==> src/hdl/tpp_pkg.sv <==
// Constants shared by the timer, pointer and power register bank.
package tpp_pkg;

	// Register addresses on the core's direct address port.
	localparam logic [7:0] ADDR_PTR_LOW  = 8'h84;
	localparam logic [7:0] ADDR_PTR_HIGH = 8'h85;
	localparam logic [7:0] ADDR_PTR_SEL  = 8'h86;
	localparam logic [7:0] ADDR_POWER    = 8'h87;
	localparam logic [7:0] ADDR_TCTRL    = 8'h88;
	localparam logic [7:0] ADDR_TMODE    = 8'h89;
	localparam logic [7:0] ADDR_T0_LOW   = 8'h8A;
	localparam logic [7:0] ADDR_T1_LOW   = 8'h8B;
	localparam logic [7:0] ADDR_T0_HIGH  = 8'h8C;
	localparam logic [7:0] ADDR_T1_HIGH  = 8'h8D;
	localparam logic [7:0] ADDR_CLKCTRL  = 8'h8E;
	localparam logic [7:0] ADDR_PORT1    = 8'h90;

	// Values after reset, the value read at unmapped addresses and the unused power bits.
	localparam logic [7:0] RST_BYTE      = 8'h00;
	localparam logic [7:0] RST_CLKCTRL   = 8'h01;
	localparam logic [7:0] RST_PORT1     = 8'hFF;
	localparam logic [7:0] READ_UNMAPPED = 8'hFF;
	localparam logic [7:0] POWER_UNUSED  = 8'h30;

	// Power control bit positions.
	localparam int unsigned PWR_BAUD_DBL  = 7;
	localparam int unsigned PWR_FE_EN     = 6;
	localparam int unsigned PWR_POWERDOWN = 1;
	localparam int unsigned PWR_SLEEP     = 0;

	// Timer control bit positions.
	localparam int unsigned TC_TF1 = 7;
	localparam int unsigned TC_TR1 = 6;
	localparam int unsigned TC_TF0 = 5;
	localparam int unsigned TC_TR0 = 4;
	localparam int unsigned TC_IE1 = 3;
	localparam int unsigned TC_IT1 = 2;
	localparam int unsigned TC_IE0 = 1;
	localparam int unsigned TC_IT0 = 0;

	// Timer mode field positions; timer 1 fields sit four bits higher.
	localparam int unsigned TM_MODE_LSB = 0;
	localparam int unsigned TM_COUNTER  = 2;
	localparam int unsigned TM_GATE     = 3;
	localparam int unsigned TM_T1_SHIFT = 4;

	localparam logic [1:0] MODE_PRESCALED = 2'h0;
	localparam logic [1:0] MODE_FULL      = 2'h1;
	localparam logic [1:0] MODE_RELOAD    = 2'h2;
	localparam logic [1:0] MODE_SPLIT     = 2'h3;

	// Clock control bit positions.
	localparam int unsigned CK_WD_LSB  = 6;
	localparam int unsigned CK_T2_DIV  = 5;
	localparam int unsigned CK_T1_DIV  = 4;
	localparam int unsigned CK_T0_DIV  = 3;
	localparam int unsigned CK_STR_LSB = 0;

	// Timer clock dividers: divide by 12 and divide by 4 of the core clock.
	localparam logic [3:0] PRESCALE_LAST = 4'hB;
	localparam logic [1:0] DIV4_PHASE    = 2'h3;

	// Watchdog timeouts as powers of two, and the reset margin in clocks.
	localparam logic [4:0]  WD_EXP_0     = 5'h11;
	localparam logic [4:0]  WD_EXP_1     = 5'h14;
	localparam logic [4:0]  WD_EXP_2     = 5'h17;
	localparam logic [4:0]  WD_EXP_3     = 5'h1A;
	localparam logic [31:0] WD_RST_EXTRA = 32'h0000_0200;

	// External data move length in machine cycles.
	localparam logic [3:0] EXTERNAL_DATA_MOVE_BASE   = 4'h2;
	localparam logic [3:0] EXTERNAL_DATA_MOVE_ONCHIP = 4'h2;

	// Pins passed through the synchroniser.
	localparam int unsigned SYNC_WIDTH = 12;

endpackage

==> src/hdl/tpp_pin_sync.sv <==
// Two-stage synchroniser for the pins read by the register bank.
`timescale 1ns/100ps
module tpp_pin_sync
	import tpp_pkg::*;
(
	input  wire logic                  i_core_clk,
	input  wire logic                  i_sys_rst,
	input  wire logic [SYNC_WIDTH-1:0] i_pins,
	output logic      [SYNC_WIDTH-1:0] o_pins
);

	typedef struct packed
	{
		logic [SYNC_WIDTH-1:0] stage1;
		logic [SYNC_WIDTH-1:0] stage2;
	} tpp_sync_state_type;

	tpp_sync_state_type s;
	tpp_sync_state_type next_s;

	always_comb
	begin
		next_s.stage1 = i_pins;
		next_s.stage2 = s.stage1;
	end

	always_ff @(posedge i_core_clk)
	begin
		if (i_sys_rst)
			s <= '1;
		else
			s <= next_s;
	end

	assign o_pins = s.stage2;

endmodule

==> src/hdl/tpp_sfr_bank.sv <==
// Register bank for the second data pointer, power control, timers 0/1 and clock control.
`timescale 1ns/100ps
module tpp_sfr_bank
	import tpp_pkg::*;
(
	input  wire logic        i_core_clk,
	input  wire logic        i_sys_rst,
	input  wire logic [7:0]  i_sfr_addr,
	input  wire logic        i_sfr_wr,
	input  wire logic [7:0]  i_sfr_wdata,
	input  wire logic        i_sfr_rd,
	input  wire logic        i_sfr_rmw,
	output logic      [7:0]  o_sfr_rdata,
	input  wire logic [15:0] i_first_pointer,
	output logic      [15:0] o_active_data_pointer,
	output logic             o_pointer_select,
	output logic             o_baud_doubler,
	output logic             o_frame_error_enable,
	output logic             o_power_down,
	output logic             o_cpu_clock_stop,
	input  wire logic        i_wake,
	input  wire logic        i_timer0_vector,
	input  wire logic        i_timer1_vector,
	input  wire logic        i_ext0_vector,
	input  wire logic        i_ext1_vector,
	input  wire logic        i_external_request_pin_zero_n,
	input  wire logic        i_external_request_pin_one_n,
	input  wire logic        i_timer0_count_pin,
	input  wire logic        i_timer1_count_pin,
	output logic             o_timer0_overflow_flag,
	output logic             o_timer1_overflow_flag,
	output logic             o_ext_request0_flag,
	output logic             o_ext_request1_flag,
	output logic             o_timer2_tick,
	output logic      [31:0] o_watchdog_irq_cycles,
	output logic      [31:0] o_watchdog_reset_cycles,
	input  wire logic        i_external_data_move_onchip,
	output logic      [3:0]  o_external_data_move_cycles,
	input  wire logic [7:0]  i_port1_pins,
	output logic      [7:0]  o_port_one_latch
);

	typedef struct packed
	{
		logic [7:0] ptr_low;
		logic [7:0] ptr_high;
		logic       ptr_sel;
		logic [7:0] power;
		logic [7:0] tctrl;
		logic [7:0] tmode;
		logic [7:0] t0_low;
		logic [7:0] t0_high;
		logic [7:0] t1_low;
		logic [7:0] t1_high;
		logic [7:0] clkctrl;
		logic [7:0] port1;
		logic [3:0] prescale;
		logic [3:0] pin_prev;
		logic [7:0] rdata;
	} tpp_bank_state_type;

	tpp_bank_state_type s;
	tpp_bank_state_type next_s;

	logic [SYNC_WIDTH-1:0] pins;
	logic                  tick12;
	logic                  tick4;
	logic                  halted;
	logic                  fall_t0;
	logic                  fall_t1;
	logic                  fall_x0;
	logic                  fall_x1;
	logic [1:0]            mode0;
	logic [1:0]            mode1;
	logic                  base0;
	logic                  base1;
	logic                  inc0;
	logic                  inc1;
	logic                  inc0_high;
	logic [16:0]           step0;
	logic [16:0]           step1;
	logic [4:0]            wd_exp;

	// Steps a timer in modes 0, 1 and 2; result is overflow, high byte, low byte.
	function automatic logic [16:0] tpp_step(input logic [1:0] mode,
		input logic [7:0] lo, input logic [7:0] hi);
		logic [12:0] c13;
		logic [15:0] c16;
		logic [7:0]  c8;
		c13 = {hi, lo[4:0]} + 13'h0001;
		c16 = {hi, lo} + 16'h0001;
		c8  = lo + 8'h01;
		unique case (mode)
			MODE_PRESCALED:
				tpp_step = {({hi, lo[4:0]} == 13'h1FFF), c13[12:5], lo[7:5], c13[4:0]};
			MODE_FULL:
				tpp_step = {({hi, lo} == 16'hFFFF), c16};
			MODE_RELOAD, MODE_SPLIT:
				tpp_step = {(lo == 8'hFF), hi, (lo == 8'hFF) ? hi : c8};
		endcase
	endfunction

	tpp_pin_sync i_tpp_pin_sync
	(
		.i_core_clk (i_core_clk),
		.i_sys_rst  (i_sys_rst),
		.i_pins     ({i_port1_pins, i_timer1_count_pin, i_timer0_count_pin,
			i_external_request_pin_one_n, i_external_request_pin_zero_n}),
		.o_pins     (pins)
	);

	// Power-down freezes every clock the bank uses; sleep leaves timers running.
	assign halted  = s.power[PWR_POWERDOWN];
	assign tick12  = ~halted & (s.prescale == PRESCALE_LAST);
	assign tick4   = ~halted & (s.prescale[1:0] == DIV4_PHASE);
	assign fall_x0 = s.pin_prev[0] & ~pins[0];
	assign fall_x1 = s.pin_prev[1] & ~pins[1];
	assign fall_t0 = ~halted & s.pin_prev[2] & ~pins[2];
	assign fall_t1 = ~halted & s.pin_prev[3] & ~pins[3];

	assign mode0 = s.tmode[TM_MODE_LSB +: 2];
	assign mode1 = s.tmode[TM_T1_SHIFT + TM_MODE_LSB +: 2];
	assign base0 = s.clkctrl[CK_T0_DIV] ? tick4 : tick12;
	assign base1 = s.clkctrl[CK_T1_DIV] ? tick4 : tick12;

	// Count enable: run bit, optional gate on the request pin, then the source.
	assign inc0 = s.tctrl[TC_TR0]
		& (~s.tmode[TM_GATE] | pins[0])
		& (s.tmode[TM_COUNTER] ? fall_t0 : base0);
	assign inc1 = s.tctrl[TC_TR1]
		& (~s.tmode[TM_T1_SHIFT + TM_GATE] | pins[1])
		& (s.tmode[TM_T1_SHIFT + TM_COUNTER] ? fall_t1 : base1)
		& (mode1 != MODE_SPLIT);
	assign inc0_high = s.tctrl[TC_TR1] & base0;

	assign step0 = tpp_step(mode0, s.t0_low, s.t0_high);
	assign step1 = tpp_step(mode1, s.t1_low, s.t1_high);

	always_comb
	begin
		next_s = s;
		next_s.pin_prev = pins[3:0];
		next_s.prescale = halted ? s.prescale :
			((s.prescale == PRESCALE_LAST) ? 4'h0 : s.prescale + 4'h1);

		// Sleep and power-down end when the core signals a wake-up event.
		if (i_wake)
		begin
			next_s.power[PWR_POWERDOWN] = 1'b0;
			next_s.power[PWR_SLEEP] = 1'b0;
		end

		// Timer counting; a software write to a counter in the same cycle wins.
		if (mode0 == MODE_SPLIT)
		begin
			if (inc0)
				next_s.t0_low = s.t0_low + 8'h01;
			if (inc0_high)
				next_s.t0_high = s.t0_high + 8'h01;
		end
		else if (inc0)
		begin
			next_s.t0_low = step0[7:0];
			next_s.t0_high = step0[15:8];
		end
		if (inc1)
		begin
			next_s.t1_low = step1[7:0];
			next_s.t1_high = step1[15:8];
		end

		if (i_sfr_wr)
		begin
			unique case (i_sfr_addr)
				ADDR_PTR_LOW:  next_s.ptr_low = i_sfr_wdata;
				ADDR_PTR_HIGH: next_s.ptr_high = i_sfr_wdata;
				ADDR_PTR_SEL:  next_s.ptr_sel = i_sfr_wdata[0];
				ADDR_POWER:    next_s.power = i_sfr_wdata & ~POWER_UNUSED;
				ADDR_TCTRL:    next_s.tctrl = i_sfr_wdata;
				ADDR_TMODE:    next_s.tmode = i_sfr_wdata;
				ADDR_T0_LOW:   next_s.t0_low = i_sfr_wdata;
				ADDR_T1_LOW:   next_s.t1_low = i_sfr_wdata;
				ADDR_T0_HIGH:  next_s.t0_high = i_sfr_wdata;
				ADDR_T1_HIGH:  next_s.t1_high = i_sfr_wdata;
				ADDR_CLKCTRL:  next_s.clkctrl = i_sfr_wdata;
				ADDR_PORT1:    next_s.port1 = i_sfr_wdata;
				default:       next_s.port1 = next_s.port1;
			endcase
		end

		// Vectoring clears the overflow flags; an overflow in that cycle still sets.
		if (i_timer0_vector)
			next_s.tctrl[TC_TF0] = 1'b0;
		if (i_timer1_vector)
			next_s.tctrl[TC_TF1] = 1'b0;
		if (mode0 == MODE_SPLIT)
		begin
			if (inc0 && (s.t0_low == 8'hFF))
				next_s.tctrl[TC_TF0] = 1'b1;
			if (inc0_high && (s.t0_high == 8'hFF))
				next_s.tctrl[TC_TF1] = 1'b1;
		end
		else if (inc0 && step0[16])
			next_s.tctrl[TC_TF0] = 1'b1;
		if (inc1 && step1[16] && (mode0 != MODE_SPLIT))
			next_s.tctrl[TC_TF1] = 1'b1;

		// External request flags: edge mode sets on a falling edge, level mode follows.
		if (next_s.tctrl[TC_IT0])
		begin
			if (i_ext0_vector)
				next_s.tctrl[TC_IE0] = 1'b0;
			if (fall_x0)
				next_s.tctrl[TC_IE0] = 1'b1;
		end
		else
			next_s.tctrl[TC_IE0] = ~pins[0];
		if (next_s.tctrl[TC_IT1])
		begin
			if (i_ext1_vector)
				next_s.tctrl[TC_IE1] = 1'b0;
			if (fall_x1)
				next_s.tctrl[TC_IE1] = 1'b1;
		end
		else
			next_s.tctrl[TC_IE1] = ~pins[1];

		// Read data is captured on the read strobe and shown the next cycle.
		if (i_sfr_rd)
		begin
			unique case (i_sfr_addr)
				ADDR_PTR_LOW:  next_s.rdata = s.ptr_low;
				ADDR_PTR_HIGH: next_s.rdata = s.ptr_high;
				ADDR_PTR_SEL:  next_s.rdata = {7'h00, s.ptr_sel};
				ADDR_POWER:    next_s.rdata = s.power | POWER_UNUSED;
				ADDR_TCTRL:    next_s.rdata = s.tctrl;
				ADDR_TMODE:    next_s.rdata = s.tmode;
				ADDR_T0_LOW:   next_s.rdata = s.t0_low;
				ADDR_T1_LOW:   next_s.rdata = s.t1_low;
				ADDR_T0_HIGH:  next_s.rdata = s.t0_high;
				ADDR_T1_HIGH:  next_s.rdata = s.t1_high;
				ADDR_CLKCTRL:  next_s.rdata = s.clkctrl;
				ADDR_PORT1:    next_s.rdata = i_sfr_rmw ? s.port1 : pins[11:4];
				default:       next_s.rdata = READ_UNMAPPED;
			endcase
		end
	end

	always_ff @(posedge i_core_clk)
	begin
		if (i_sys_rst)
		begin
			s          <= '0;
			s.ptr_low  <= RST_BYTE;
			s.ptr_high <= RST_BYTE;
			s.power    <= RST_BYTE;
			s.tctrl    <= RST_BYTE;
			s.tmode    <= RST_BYTE;
			s.clkctrl  <= RST_CLKCTRL;
			s.port1    <= RST_PORT1;
			s.pin_prev <= 4'hF;
			s.rdata    <= RST_BYTE;
		end
		else
			s <= next_s;
	end

	// Watchdog period selection.
	always_comb
	begin
		unique case (s.clkctrl[CK_WD_LSB +: 2])
			2'h0: wd_exp = WD_EXP_0;
			2'h1: wd_exp = WD_EXP_1;
			2'h2: wd_exp = WD_EXP_2;
			2'h3: wd_exp = WD_EXP_3;
		endcase
	end

	assign o_watchdog_irq_cycles   = 32'h0000_0001 << wd_exp;
	assign o_watchdog_reset_cycles = o_watchdog_irq_cycles + WD_RST_EXTRA;

	// External data move length.
	assign o_external_data_move_cycles = i_external_data_move_onchip ? EXTERNAL_DATA_MOVE_ONCHIP
		: {1'b0, s.clkctrl[CK_STR_LSB +: 3]} + EXTERNAL_DATA_MOVE_BASE;

	assign o_sfr_rdata            = s.rdata;
	assign o_pointer_select       = s.ptr_sel;
	assign o_active_data_pointer  = s.ptr_sel ? {s.ptr_high, s.ptr_low} : i_first_pointer;
	assign o_baud_doubler         = s.power[PWR_BAUD_DBL];
	assign o_frame_error_enable   = s.power[PWR_FE_EN];
	assign o_power_down           = s.power[PWR_POWERDOWN];
	assign o_cpu_clock_stop       = s.power[PWR_POWERDOWN] | s.power[PWR_SLEEP];
	assign o_timer0_overflow_flag = s.tctrl[TC_TF0];
	assign o_timer1_overflow_flag = s.tctrl[TC_TF1];
	assign o_ext_request0_flag    = s.tctrl[TC_IE0];
	assign o_ext_request1_flag    = s.tctrl[TC_IE1];
	assign o_timer2_tick          = s.clkctrl[CK_T2_DIV] ? tick4 : tick12;
	assign o_port_one_latch       = s.port1;

endmodule

==> config.mk <==
export PLATFORM = sky130hd
export DESIGN_NAME = tpp_sfr_bank
export DESIGN_NICKNAME = d
export VERILOG_FILES = /design/src/hdl/tpp_pkg.sv /design/src/hdl/tpp_pin_sync.sv /design/src/hdl/tpp_sfr_bank.sv
export SDC_FILE = /design/constraint.sdc
export NUM_CORES = 1
export LEC_CHECK = 0
export BUFFER_PORTS_ARGS = -buffer_cell sky130_fd_sc_hd__buf_2
export CELL_PAD_IN_SITES_DETAIL_PLACEMENT = 1
export CELL_PAD_IN_SITES_GLOBAL_PLACEMENT = 1
export CORE_ASPECT_RATIO = 0.6
export CORE_MARGIN = 2
export CORE_UTILIZATION = 44
export DETAILED_ROUTE_END_ITERATION = 8
export PLACE_DENSITY = 0.89
export SYNTH_ARGS = -nofsm -noshare
export SYNTH_HDL_FRONTEND = slang
export SYNTH_SLANG_ARGS = --single-unit
==> constraint.sdc <==
create_clock -name i_core_clk -period 3.8 [get_ports i_core_clk]
set_input_delay 0.57 -clock i_core_clk [delete_from_list [all_inputs] [get_ports i_core_clk]]
set_output_delay 0.57 -clock i_core_clk [all_outputs]
set_load 0.005 [all_outputs]
== Word level (Yosys, flattened, before mapping) ==
Cells that the tools add are included.

* Register bits after elaboration: 127
* Input bits: 55
* Output and inout bits: 110

* Add/sub/neg operators: 10
* Equal/unequal tests: 36
* Shifts and indexed selects: 1
* Mux-type cells: 45
* Bitwise operators: 24
* Reduce and logical (&&, ||, !) cells: 20

{| class="wikitable"
|+ Operators by type and width
! cell !! count
|-
| 8-bit == test, second input constant || 15
|-
| 8-bit two-way mux || 13
|-
| 17-bit one-hot mux with 3 select lines || 2
|-
| 8-bit one-hot mux with 12 select lines || 1
|-
| 66-bit two-way mux || 1
|-
| 16-bit two-way mux || 4
|-
| 16-bit by 1-bit adder with 16-bit output, second input constant || 2
|-
| 32-bit by 10-bit adder with 32-bit output, second input constant || 1
|-
| 16-bit == test, second input constant || 2
|-
| 1-bit by 5-bit << shifter with 32-bit output, first input constant || 1
|-
| 13-bit by 1-bit adder with 13-bit output, second input constant || 2
|-
| 13-bit == test, second input constant || 2
|-
| 8-bit by 1-bit adder with 8-bit output, second input constant || 3
|-
| 5-bit one-hot mux with 4 select lines || 1
|-
| 2-bit AND reduction || 10
|-
| 1-bit two-way mux || 19
|-
| 1-bit AND || 14
|-
| 2-bit == test, second input constant || 7
|-
| 4-bit two-way mux || 2
|-
| 4-bit by 2-bit != test with 1-bit output, second input constant || 2
|-
| 4-bit by 3-bit != test with 1-bit output, second input constant || 2
|-
| 1-bit inverter || 7
|-
| 2-bit by 1-bit == test with 1-bit output, second input constant || 3
|-
| 2-bit logical NOT || 3
|-
| other kinds (8) || 17
|}

== Longest topological paths before layout ==
Gate-level depths: netlist of run 1.

* Word-level depth: 13
* Mapped depth: 8
* Depth with buffers taken out: 7

== By module ==
Synthesis of run 1 repeated with hierarchy kept, for this count alone.

* Cells, all modules: 883
* Area total of the unflattened synthesis: 7,566.0 sq um

{| class="wikitable"
|+ By module, submodules not included
! module !! instances !! cells an instance !! area an instance (sq um) !! seq. area each (sq um)
|-
| tpp_sfr_bank || 1 || 833 || 6,912.9 || 2,062.0
|-
| tpp_pin_sync || 1 || 50 || 653.1 || 480.5
|}

== Least setup slack after synthesis of run 1 ==
No wires, ideal clock.

* Kind: input port to flip-flop
* From: input port i_sfr_addr[5]
* To: register s (netlist bit o_ext_request1_flag)
* Setup time: 69 ps
* Arrival time: 2,404 ps
* Slack: 1,327 ps
* Stages on the path: 6
* Cell sequence: or4b_4 > nor3b_4 > nand3_4 > mux2i_1 > or4_1 > o21ai_1

* Longest elaborated chain between the ends: 5

{| class="wikitable"
|+ Ends and longest elaborated chain
! element !! line !! RTL
|-
| start, declared || tpp_sfr_bank.sv:8 || <nowiki>input wire logic [7:0] i_sfr_addr,</nowiki>
|-
| 8-bit == test * || tpp_sfr_bank.sv:174 || <nowiki>unique case (i_sfr_addr)</nowiki>
|-
| 8-bit two-way mux || tpp_sfr_bank.sv:174 ||
|-
| 66-bit two-way mux || tpp_sfr_bank.sv:172 || <nowiki>if (i_sfr_wr)</nowiki>
|-
| 4-bit by 2-bit != test with 1-bit output (no source line) / 4-bit by 3-bit != test with 1-bit output (equally long branches) || - ||
|-
| 2-bit AND reduction (no source line) || - ||
|-
| end signal, assigned || tpp_sfr_bank.sv:265 || <nowiki>s <= next_s;</nowiki>
|-
| end, declared || tpp_sfr_bank.sv:62 || <nowiki>tpp_bank_state_type s;</nowiki>
|}

Mark *: on every way between the ends. The rest lies on a longest branch, timed or not. The select of a mux whose other input is x is not followed.
A chain may end at the register's enable or synchronous reset.

== Worst setup path in the final report of run 1 ==
* From: register s[41] in the netlist's numbering
* To: register s[34] in the netlist's numbering

* Longest elaborated chain between the ends: 5

{| class="wikitable"
|+ Ends and longest elaborated chain
! element !! line !! RTL
|-
| 16-bit by 1-bit adder with 16-bit output / 13-bit by 1-bit adder with 13-bit output (equally long branches) || tpp_sfr_bank.sv:91, tpp_sfr_bank.sv:90 ||
|-
| 17-bit one-hot mux with 3 select lines * || tpp_sfr_bank.sv:93 || <nowiki>unique case (mode)</nowiki>
|-
| 16-bit two-way mux * || tpp_sfr_bank.sv:166 || <nowiki>if (inc1)</nowiki>
|-
| 8-bit two-way mux || tpp_sfr_bank.sv:174 ||
|-
| 66-bit two-way mux * || tpp_sfr_bank.sv:172 ||
|}

Marks and branches as above.

==> impl_metrics.env, run 1 <==
export IMPL_drv_cap=0
export IMPL_die_y_um=106
export IMPL_hp_class="in2reg"
export IMPL_grt_util_met3_pct=12.3
export IMPL_worst_pin_slew_ps=996
export IMPL_net_total_in_the_final_layout=1040
export IMPL_grt_most_used_layer="met2"
export IMPL_drive_gt1_share_pct=26.4
export IMPL_grt_setup_unrepaired="false"
export IMPL_cts_resized=0
export IMPL_yosys_area_share_adder_pct=2.12
export IMPL_drcViolationCount=0
export IMPL_firstDrtPassIters=5
export IMPL_synth_simple_gate_area_share_pct=22.6
export IMPL_vias_in_the_first_global_route=7604
export IMPL_asyncSetResetFlopFracSynth_pct=0
export IMPL_total_setup_violations_reported_at_the_end_of_the_flow=0
export IMPL_routed_via_density=6.23
export IMPL_grt_antenna_before_repair=0
export IMPL_slew_headroom_pct=33.3
export IMPL_worstPathMaxFanout=12
export IMPL_cts_path_max_buffers=2
export IMPL_switching_share_pct=28.0
export IMPL_core_area_mm2=0.0171
export IMPL_critical_path_max_stage_delay_ps=850
export IMPL_clk_root_buffer_cell="sky130_fd_sc_hd__clkbuf_16"
export IMPL_critical_path_end_type="flop"
export IMPL_whs_ps=303
export IMPL_worstPathArrival_ps=3230
export IMPL_path_delay_family="simple AND/OR/NAND/NOR gates"
export IMPL_final_hold_violation_count=0
export IMPL_port_buffer_count=130
export IMPL_num_fill_cells=2038
export IMPL_worst_setup_path_type="reg2reg"
export IMPL_synthesis_area_mm2=0.00766
export IMPL_worstPathRequired_ps=4130
export IMPL_grt_use_met1_pct=42.8
export IMPL_design_portCount=165
export IMPL_initialDrtViolationCount=1035
export IMPL_r2r_start="s[41]"
export IMPL_die_w_um=174
export IMPL_internal_power_mw=2.44
export IMPL_cellPowerDensity_mw_per_mm2=392
export IMPL_yosysUniqueCellTypes=82
export IMPL_cts_max_level=4
export IMPL_synth_seq_area_share_pct=33.2
export IMPL_synth_top_flop_cell="sky130_fd_sc_hd__dfxtp_1"
export IMPL_maxSlewViolCount=0
export IMPL_area_growth_pct=12.9
export IMPL_dominant_combinational_cell_family_by_area_after_synthesis="simple AND/OR/NAND/NOR gates"
export IMPL_path_buf_inv=0
export IMPL_met2_usage_pct=48.8
export IMPL_cp_slowest_cell="sky130_fd_sc_hd__nor2_1"
export IMPL_diodes=0
export IMPL_synth_xor_area_share_pct=1.94
export IMPL_seq_power_share_pct=40.7
export IMPL_startpoint_class_of_the_critical_path="flop"
export IMPL_worst_path_cell_chain="ha_1 > nand4_1 > nor2_1 > mux2_2 > nand4_1 > a311oi_1"
export IMPL_hold_buffers=0
export IMPL_min_from="i_port1_pins[1]"
export IMPL_fmax_mhz=345
export IMPL_finClkSkew_ps=13.1
export IMPL_edff_count_synth=0
export IMPL_grt_start_max_net_pins=63
export IMPL_die_area_mm2=0.0185
export IMPL_tritoncts="done"
export IMPL_synth_mux_area_fraction_pct=11.8
export IMPL_critical_path_startpoint="s[41]"
export IMPL_power_leakage_nw=3.43
export IMPL_gr_usage_all_layers_pct=32.7
export IMPL_vdd_ir_drop_max_mv=0.339
export IMPL_final_min_clock_period_ps=2900
export IMPL_clkSinkCount=127
export IMPL_routed_wire_length_um=30000
export IMPL_synth_area_per_cell_um2=8.43
export IMPL_net_switching_power_of_the_design_mw=0.950
export IMPL_synth_compound_gate_area_share_pct=17.4
export IMPL_post_synth_inst_count=909
export IMPL_skew_pair_late_insertion_delay_ps=440
export IMPL_dpl_hpwl_um=20300
export IMPL_layout_worst_path_cycle_share_pct=76.3
export IMPL_detailroute_via_count=7593
export IMPL_postCtsSetupRepairBufs=0
export IMPL_outcome="complete, no violations"
export IMPL_ys_ff_latch=127
export IMPL_synth_yosys_warnings=0
export IMPL_clockPowerShare_pct=52.1
export IMPL_initial_core_util_pct=44.9
export IMPL_cpMostUsedCell="sky130_fd_sc_hd__nand4_1"
export IMPL_globalRouteOverflowTotal=0
export IMPL_tritoncts_num_buffers=17
export IMPL_place_gp_congestion=0.996
export IMPL_clkSlewWorstSetupHoldPaths_ps=70
export IMPL_setup_total_negative_slack_ps=0
export IMPL_row_count=37
export IMPL_detail_route_antenna_nets=0
export IMPL_pwr_share_comb_pct=7.1
export IMPL_wire_per_inst_um=24.6
export IMPL_wire_length_of_the_first_global_routing_pass_um=45800
==> synth_stat cells, drive strengths merged (5+ instances only) <==
library cell  number  area (µm²)
a311oi            11         103
a211oi            21         163
or2               33         206
inv               19        71.3
mux2              26         293
nand2             85         319
and2               7        43.8
dfxtp            127        2540
nor2b              7        43.8
and3              13        81.3
nand3b             5        37.5
nand3             36         203
mux4               8         180
a22oi              5        37.5
nor3b              5        48.8
nand4             16         100
o21a               6        45.0
clkbuf            42         158
nor2              95         362
buf               86         606
nor3              13        87.6
a21oi             51         255
mux2i             43         430
ha                13         163
o211ai            18         135
o21ai             28         140
xor2              12         105
xnor2              5        43.8
a221oi             6        65.1
==> per-stage QoR <==
stage               util [%]  cell area [µm²]  setup slack [ps]  instances  power (mW)
global placement        47.1             8040               902       1187        1.63
floorplan                  -             7780              1330        941        1.57
CTS                     50.7             8650               966       1219        3.38
detailed placement      47.1             8040               763       1187        1.64
global route            50.7             8650               737       1219        3.46
finish                  50.7             8650               899       1219        3.39
==> placed cells by master (no fill, tap or decap), types with 5 or more instances in the layout <==
cell type,instances
sky130_fd_sc_hd__o211ai_1,18
sky130_fd_sc_hd__o21ai_0,25
sky130_fd_sc_hd__nor3_1,11
sky130_fd_sc_hd__o21a_1,6
sky130_fd_sc_hd__and3_1,13
sky130_fd_sc_hd__mux2_2,26
sky130_fd_sc_hd__buf_4,11
sky130_fd_sc_hd__mux4_2,8
sky130_fd_sc_hd__clkbuf_16,17
sky130_fd_sc_hd__dfxtp_1,127
sky130_fd_sc_hd__xnor2_1,5
sky130_fd_sc_hd__buf_2,129
sky130_fd_sc_hd__nand4_1,16
sky130_fd_sc_hd__mux2i_1,43
sky130_fd_sc_hd__and2_1,7
sky130_fd_sc_hd__nand2_1,85
sky130_fd_sc_hd__inv_6,6
sky130_fd_sc_hd__ha_1,13
sky130_fd_sc_hd__inv_1,19
sky130_fd_sc_hd__a311oi_1,10
sky130_fd_sc_hd__xor2_1,12
sky130_fd_sc_hd__nor2b_1,7
sky130_fd_sc_hd__or2_2,32
sky130_fd_sc_hd__conb_1,34
sky130_fd_sc_hd__a21oi_1,51
sky130_fd_sc_hd__nand3_1,33
sky130_fd_sc_hd__nand3b_1,5
sky130_fd_sc_hd__a211oi_1,20
sky130_fd_sc_hd__a22oi_1,5
sky130_fd_sc_hd__nor2_1,93
==> per-layer routing <==
metal,up-vias,share of wire (%)
met5,-,0
met4,0,3.4
met3,105,13
met2,507,43
met1,3710,40
li1,3271,-
==> power groups by stage <==
stage | Clock, mW | Combinational (mW) | Sequential, mW
after floorplan | 0 | 0.172 | 1.40
after global placement | 0 | 0.221 | 1.41
after detailed placement | 0 | 0.229 | 1.41
after CTS | 1.77 | 0.234 | 1.38
after global routing | 1.82 | 0.256 | 1.38
final | 1.77 | 0.242 | 1.38
==> cell families (layout without fill, tap and decap cells) <==
family,Yosys count,in the layout
simple gates,337,337
compound gates,189,189
buf+inv,147,191
flops,127,127
mux,77,77
xor+xnor,17,17
fa+ha+maj,13,13
other cells,2,34
==> cell type report <==
class | instances | area [µm²] | share of cell area (%)
Tap cell | 234 | 293 | 3.38
Inverter | 19 | 71.3 | 0.824
Clock inverter | 15 | 186 | 2.15
Timing Repair Buffer | 140 | 728 | 8.41
Multi-Input combinational cell | 667 | 4410 | 50.9
Sequential cell | 127 | 2540 | 29.4
Clock buffer | 17 | 425 | 4.92
==> final timing paths <==
check	endpoint	slack (ps)	depth (start not counted)
setup / recovery	s[34]	900	6
hold / removal	i_tpp_pin_sync.next_s[5]	300	2
setup reg to reg	s[34]	900	6
hold reg to reg	i_tpp_pin_sync.o_pins[11]	410	1
==> state kept, by name, indices dropped and copies added, names as in the netlist <==
signal / cells
o_port_one_latch: 8
mode1: 2
o_timer1_overflow_flag: 1
i_tpp_pin_sync.next_s: 12
i_tpp_pin_sync.o_pins: 12
o_frame_error_enable: 1
o_ext_request1_flag: 1
o_timer0_overflow_flag: 1
o_ext_request0_flag: 1
mode0: 2
o_power_down: 1
s: 75
o_pointer_select: 1
o_sfr_rdata: 8
o_baud_doubler: 1
Note: power is estimated with default switching activity, not from simulation.
==> run 2: changes to the inputs <==
--- a/config.mk
+++ b/config.mk
@@ -10,9 +10,9 @@
 export CELL_PAD_IN_SITES_GLOBAL_PLACEMENT = 1
 export CORE_ASPECT_RATIO = 0.6
 export CORE_MARGIN = 2
-export CORE_UTILIZATION = 44
+export CORE_UTILIZATION = 37
 export DETAILED_ROUTE_END_ITERATION = 8
-export PLACE_DENSITY = 0.89
+export PLACE_DENSITY = 0.8
 export SYNTH_ARGS = -nofsm -noshare
 export SYNTH_HDL_FRONTEND = slang
 export SYNTH_SLANG_ARGS = --single-unit
==> constraint.sdc (replaced) <==
create_clock -name i_core_clk -period 2.6 [get_ports i_core_clk]
set_input_delay 0.39 -clock i_core_clk [delete_from_list [all_inputs] [get_ports i_core_clk]]
set_output_delay 0.39 -clock i_core_clk [all_outputs]
set_load 0.005 [all_outputs]
==> run 2 against run 1 <==
Effect of this change: critical path depth increased by 1; count of clock-buffer cells in the layout rose by 4; combinational power grew 50%; clock power increased by 55%; die area grew 18%; core utilization fell by 5.6 points; flip-flop and latch count unchanged; fmax increased by 15%; critical path type unchanged; first-iteration DRC count is 28% lower; sequential power is 46% higher.
==> impl_metrics.env, run 2 (synthesized netlist as in run 1, its figures left out) <==
export IMPL_clkSinkCount=127
export IMPL_worstPathMaxFanout=7
export IMPL_place_gp_congestion=0.954
export IMPL_dpl_hpwl_um=21600
export IMPL_diodes=0
export IMPL_clk_root_buffer_cell="sky130_fd_sc_hd__clkbuf_16"
export IMPL_port_buffer_count=130
export IMPL_drive_gt1_share_pct=29.5
export IMPL_tritoncts_num_buffers=17
export IMPL_routed_via_density=5.78
export IMPL_finClkSkew_ps=15.9
export IMPL_core_area_mm2=0.0202
export IMPL_drv_cap=0
export IMPL_die_y_um=115
export IMPL_cts_max_level=4
export IMPL_worst_pin_slew_ps=840
export IMPL_grt_start_max_net_pins=50
export IMPL_postCtsSetupRepairBufs=0
export IMPL_gr_usage_all_layers_pct=26.9
export IMPL_total_setup_violations_reported_at_the_end_of_the_flow=0
export IMPL_vdd_ir_drop_max_mv=0.498
export IMPL_area_growth_pct=18.6
export IMPL_worstPathRequired_ps=2960
export IMPL_critical_path_end_type="flop"
export IMPL_wire_length_of_the_first_global_routing_pass_um=44200
export IMPL_detail_route_antenna_nets=0
export IMPL_min_from="i_external_request_pin_zero_n"
export IMPL_whs_ps=134
export IMPL_largest_reg_flops=75
export IMPL_setup_total_negative_slack_ps=0
export IMPL_slew_headroom_pct=43.9
export IMPL_mostFrequentLayoutCell="sky130_fd_sc_hd__buf_2"
export IMPL_worst_path_cell_chain="ha_1 > nand4_1 > nor2_1 > buf_4 > mux2i_1 > a2111oi_0 > a31o_1"
export IMPL_skew_pair_late_insertion_delay_ps=440
export IMPL_critical_path_startpoint="s[41]"
export IMPL_cp_slowest_cell="sky130_fd_sc_hd__a2111oi_0"
export IMPL_globalRouteOverflowTotal=0
export IMPL_design_portCount=165
export IMPL_cts_path_max_buffers=2
export IMPL_most_common_layout_cells="sky130_fd_sc_hd__buf_2, sky130_fd_sc_hd__dfxtp_1, sky130_fd_sc_hd__nor2_1"
export IMPL_startpoint_class_of_the_critical_path="flop"
export IMPL_initial_core_util_pct=38.0
export IMPL_power_leakage_nw=3.68
export IMPL_tritoncts="done"
export IMPL_wire_per_inst_um=22.5
export IMPL_drcViolationCount=0
export IMPL_maxSlewViolCount=0
export IMPL_outcome="complete, no violations"
export IMPL_registers_top_by_ff_count="s"
export IMPL_die_w_um=190
export IMPL_placed_cells_incl_taps=1269
export IMPL_clkSlewWorstSetupHoldPaths_ps=60
export IMPL_stdcell_count=1301
export IMPL_vias_in_the_first_global_route=7228
export IMPL_row_count=40
export IMPL_hp_class="in2reg"
export IMPL_die_area_mm2=0.0219
export IMPL_final_min_clock_period_ps=2520
export IMPL_initialDrtViolationCount=743
export IMPL_fmax_mhz=396
export IMPL_net_total_in_the_final_layout=1083
export IMPL_cellPowerDensity_mw_per_mm2=563
export IMPL_layout_worst_path_cycle_share_pct=97.0
export IMPL_detailroute_via_count=7521
export IMPL_firstDrtPassIters=6
export IMPL_worst_setup_path_type="reg2reg"
export IMPL_critical_path_max_stage_delay_ps=640
export IMPL_worstPathArrival_ps=2890
export IMPL_grt_antenna_before_repair=0
export IMPL_routed_wire_length_um=29300
export IMPL_grt_setup_unrepaired="false"
export IMPL_r2r_start="s[41]"
export IMPL_final_hold_violation_count=0
-- run 2: cell count changes in the layout (fill, tap and decap cells not counted), sizes merged --
| cell | before | now |
|---|---|---|
| buf | 140 | 183 |
| clkbuf | 17 | 21 |
| clkinvlp | 2 | 1 |
| inv | 28 | 21 |
| bufinv | 2 | 5 |
| clkinv | 2 | 3 |
-- run 2: timing repair --
item / in CTS / in global routing
endpoints found under the setup margin: 0 / 7
resized for setup: 0 / 3
hold buffers: 0 / 0
-- run 2: metal layers --
| metal | GRT usage, % | vias up | share of wire [%] |
|---|---|---|---|
| met5 | 0 | - | 0 |
| met4 | 6.46 | 0 | 1.5 |
| met3 | 11.0 | 48 | 12 |
| met2 | 36.7 | 419 | 40 |
| met1 | 38.9 | 3691 | 46 |
| li1 | - | 3363 | - |
-- run 2: path summary, 6_finish.rpt --
| kind | slack [ps] | cells past startpoint | end |
|---|---|---|---|
| setup / recovery | 80 | 7 | s[43] |
| hold / removal | 130 | 2 | i_tpp_pin_sync.next_s[0] |
| setup reg to reg | 80 | 7 | s[43] |
| hold reg to reg | 410 | 1 | i_tpp_pin_sync.o_pins[1] |
-- run 2: per-stage QoR --
stage / instance area (µm²) / worst slack, ps / power, mW / util, %
after floorplan: 7780 / 307 / 2.29 / -
after global placement: 8410 / 195 / 2.40 / 41.7
after detailed placement: 8410 / 131 / 2.40 / 41.7
after CTS: 9090 / 137 / 5.13 / 45.0
after global routing: 9090 / 14.3 / 5.25 / 45.1
final: 9090 / 77.3 / 5.12 / 45.1
-- run 2: layout make-up --
class	instances	area, µm²
multi-input combinational	667	4410
sequential	127	2540
tap	273	342
timing repair buffer	183	1050
clock inverter	11	201
fill	2421	11100
inverter	19	71.3
clock buffer	21	470
-- run 2: critical path: cells and delay by family, from the launching register on --
family                     cells  cell delay, ps
AOI/OAI and AO/OA              2             840
adders and majority gates      1             360
buffers and inverters          1             190
DFF                            1             510
muxes                          1              80
and+or+nand+nor                2             460
-- run 2: power breakdown --
group	internal, mW	switching (mW)	leakage (nW)
Clock	1.79	0.959	0.324
Combinational	0.135	0.229	2.32
Sequential	1.98	0.0256	1.03
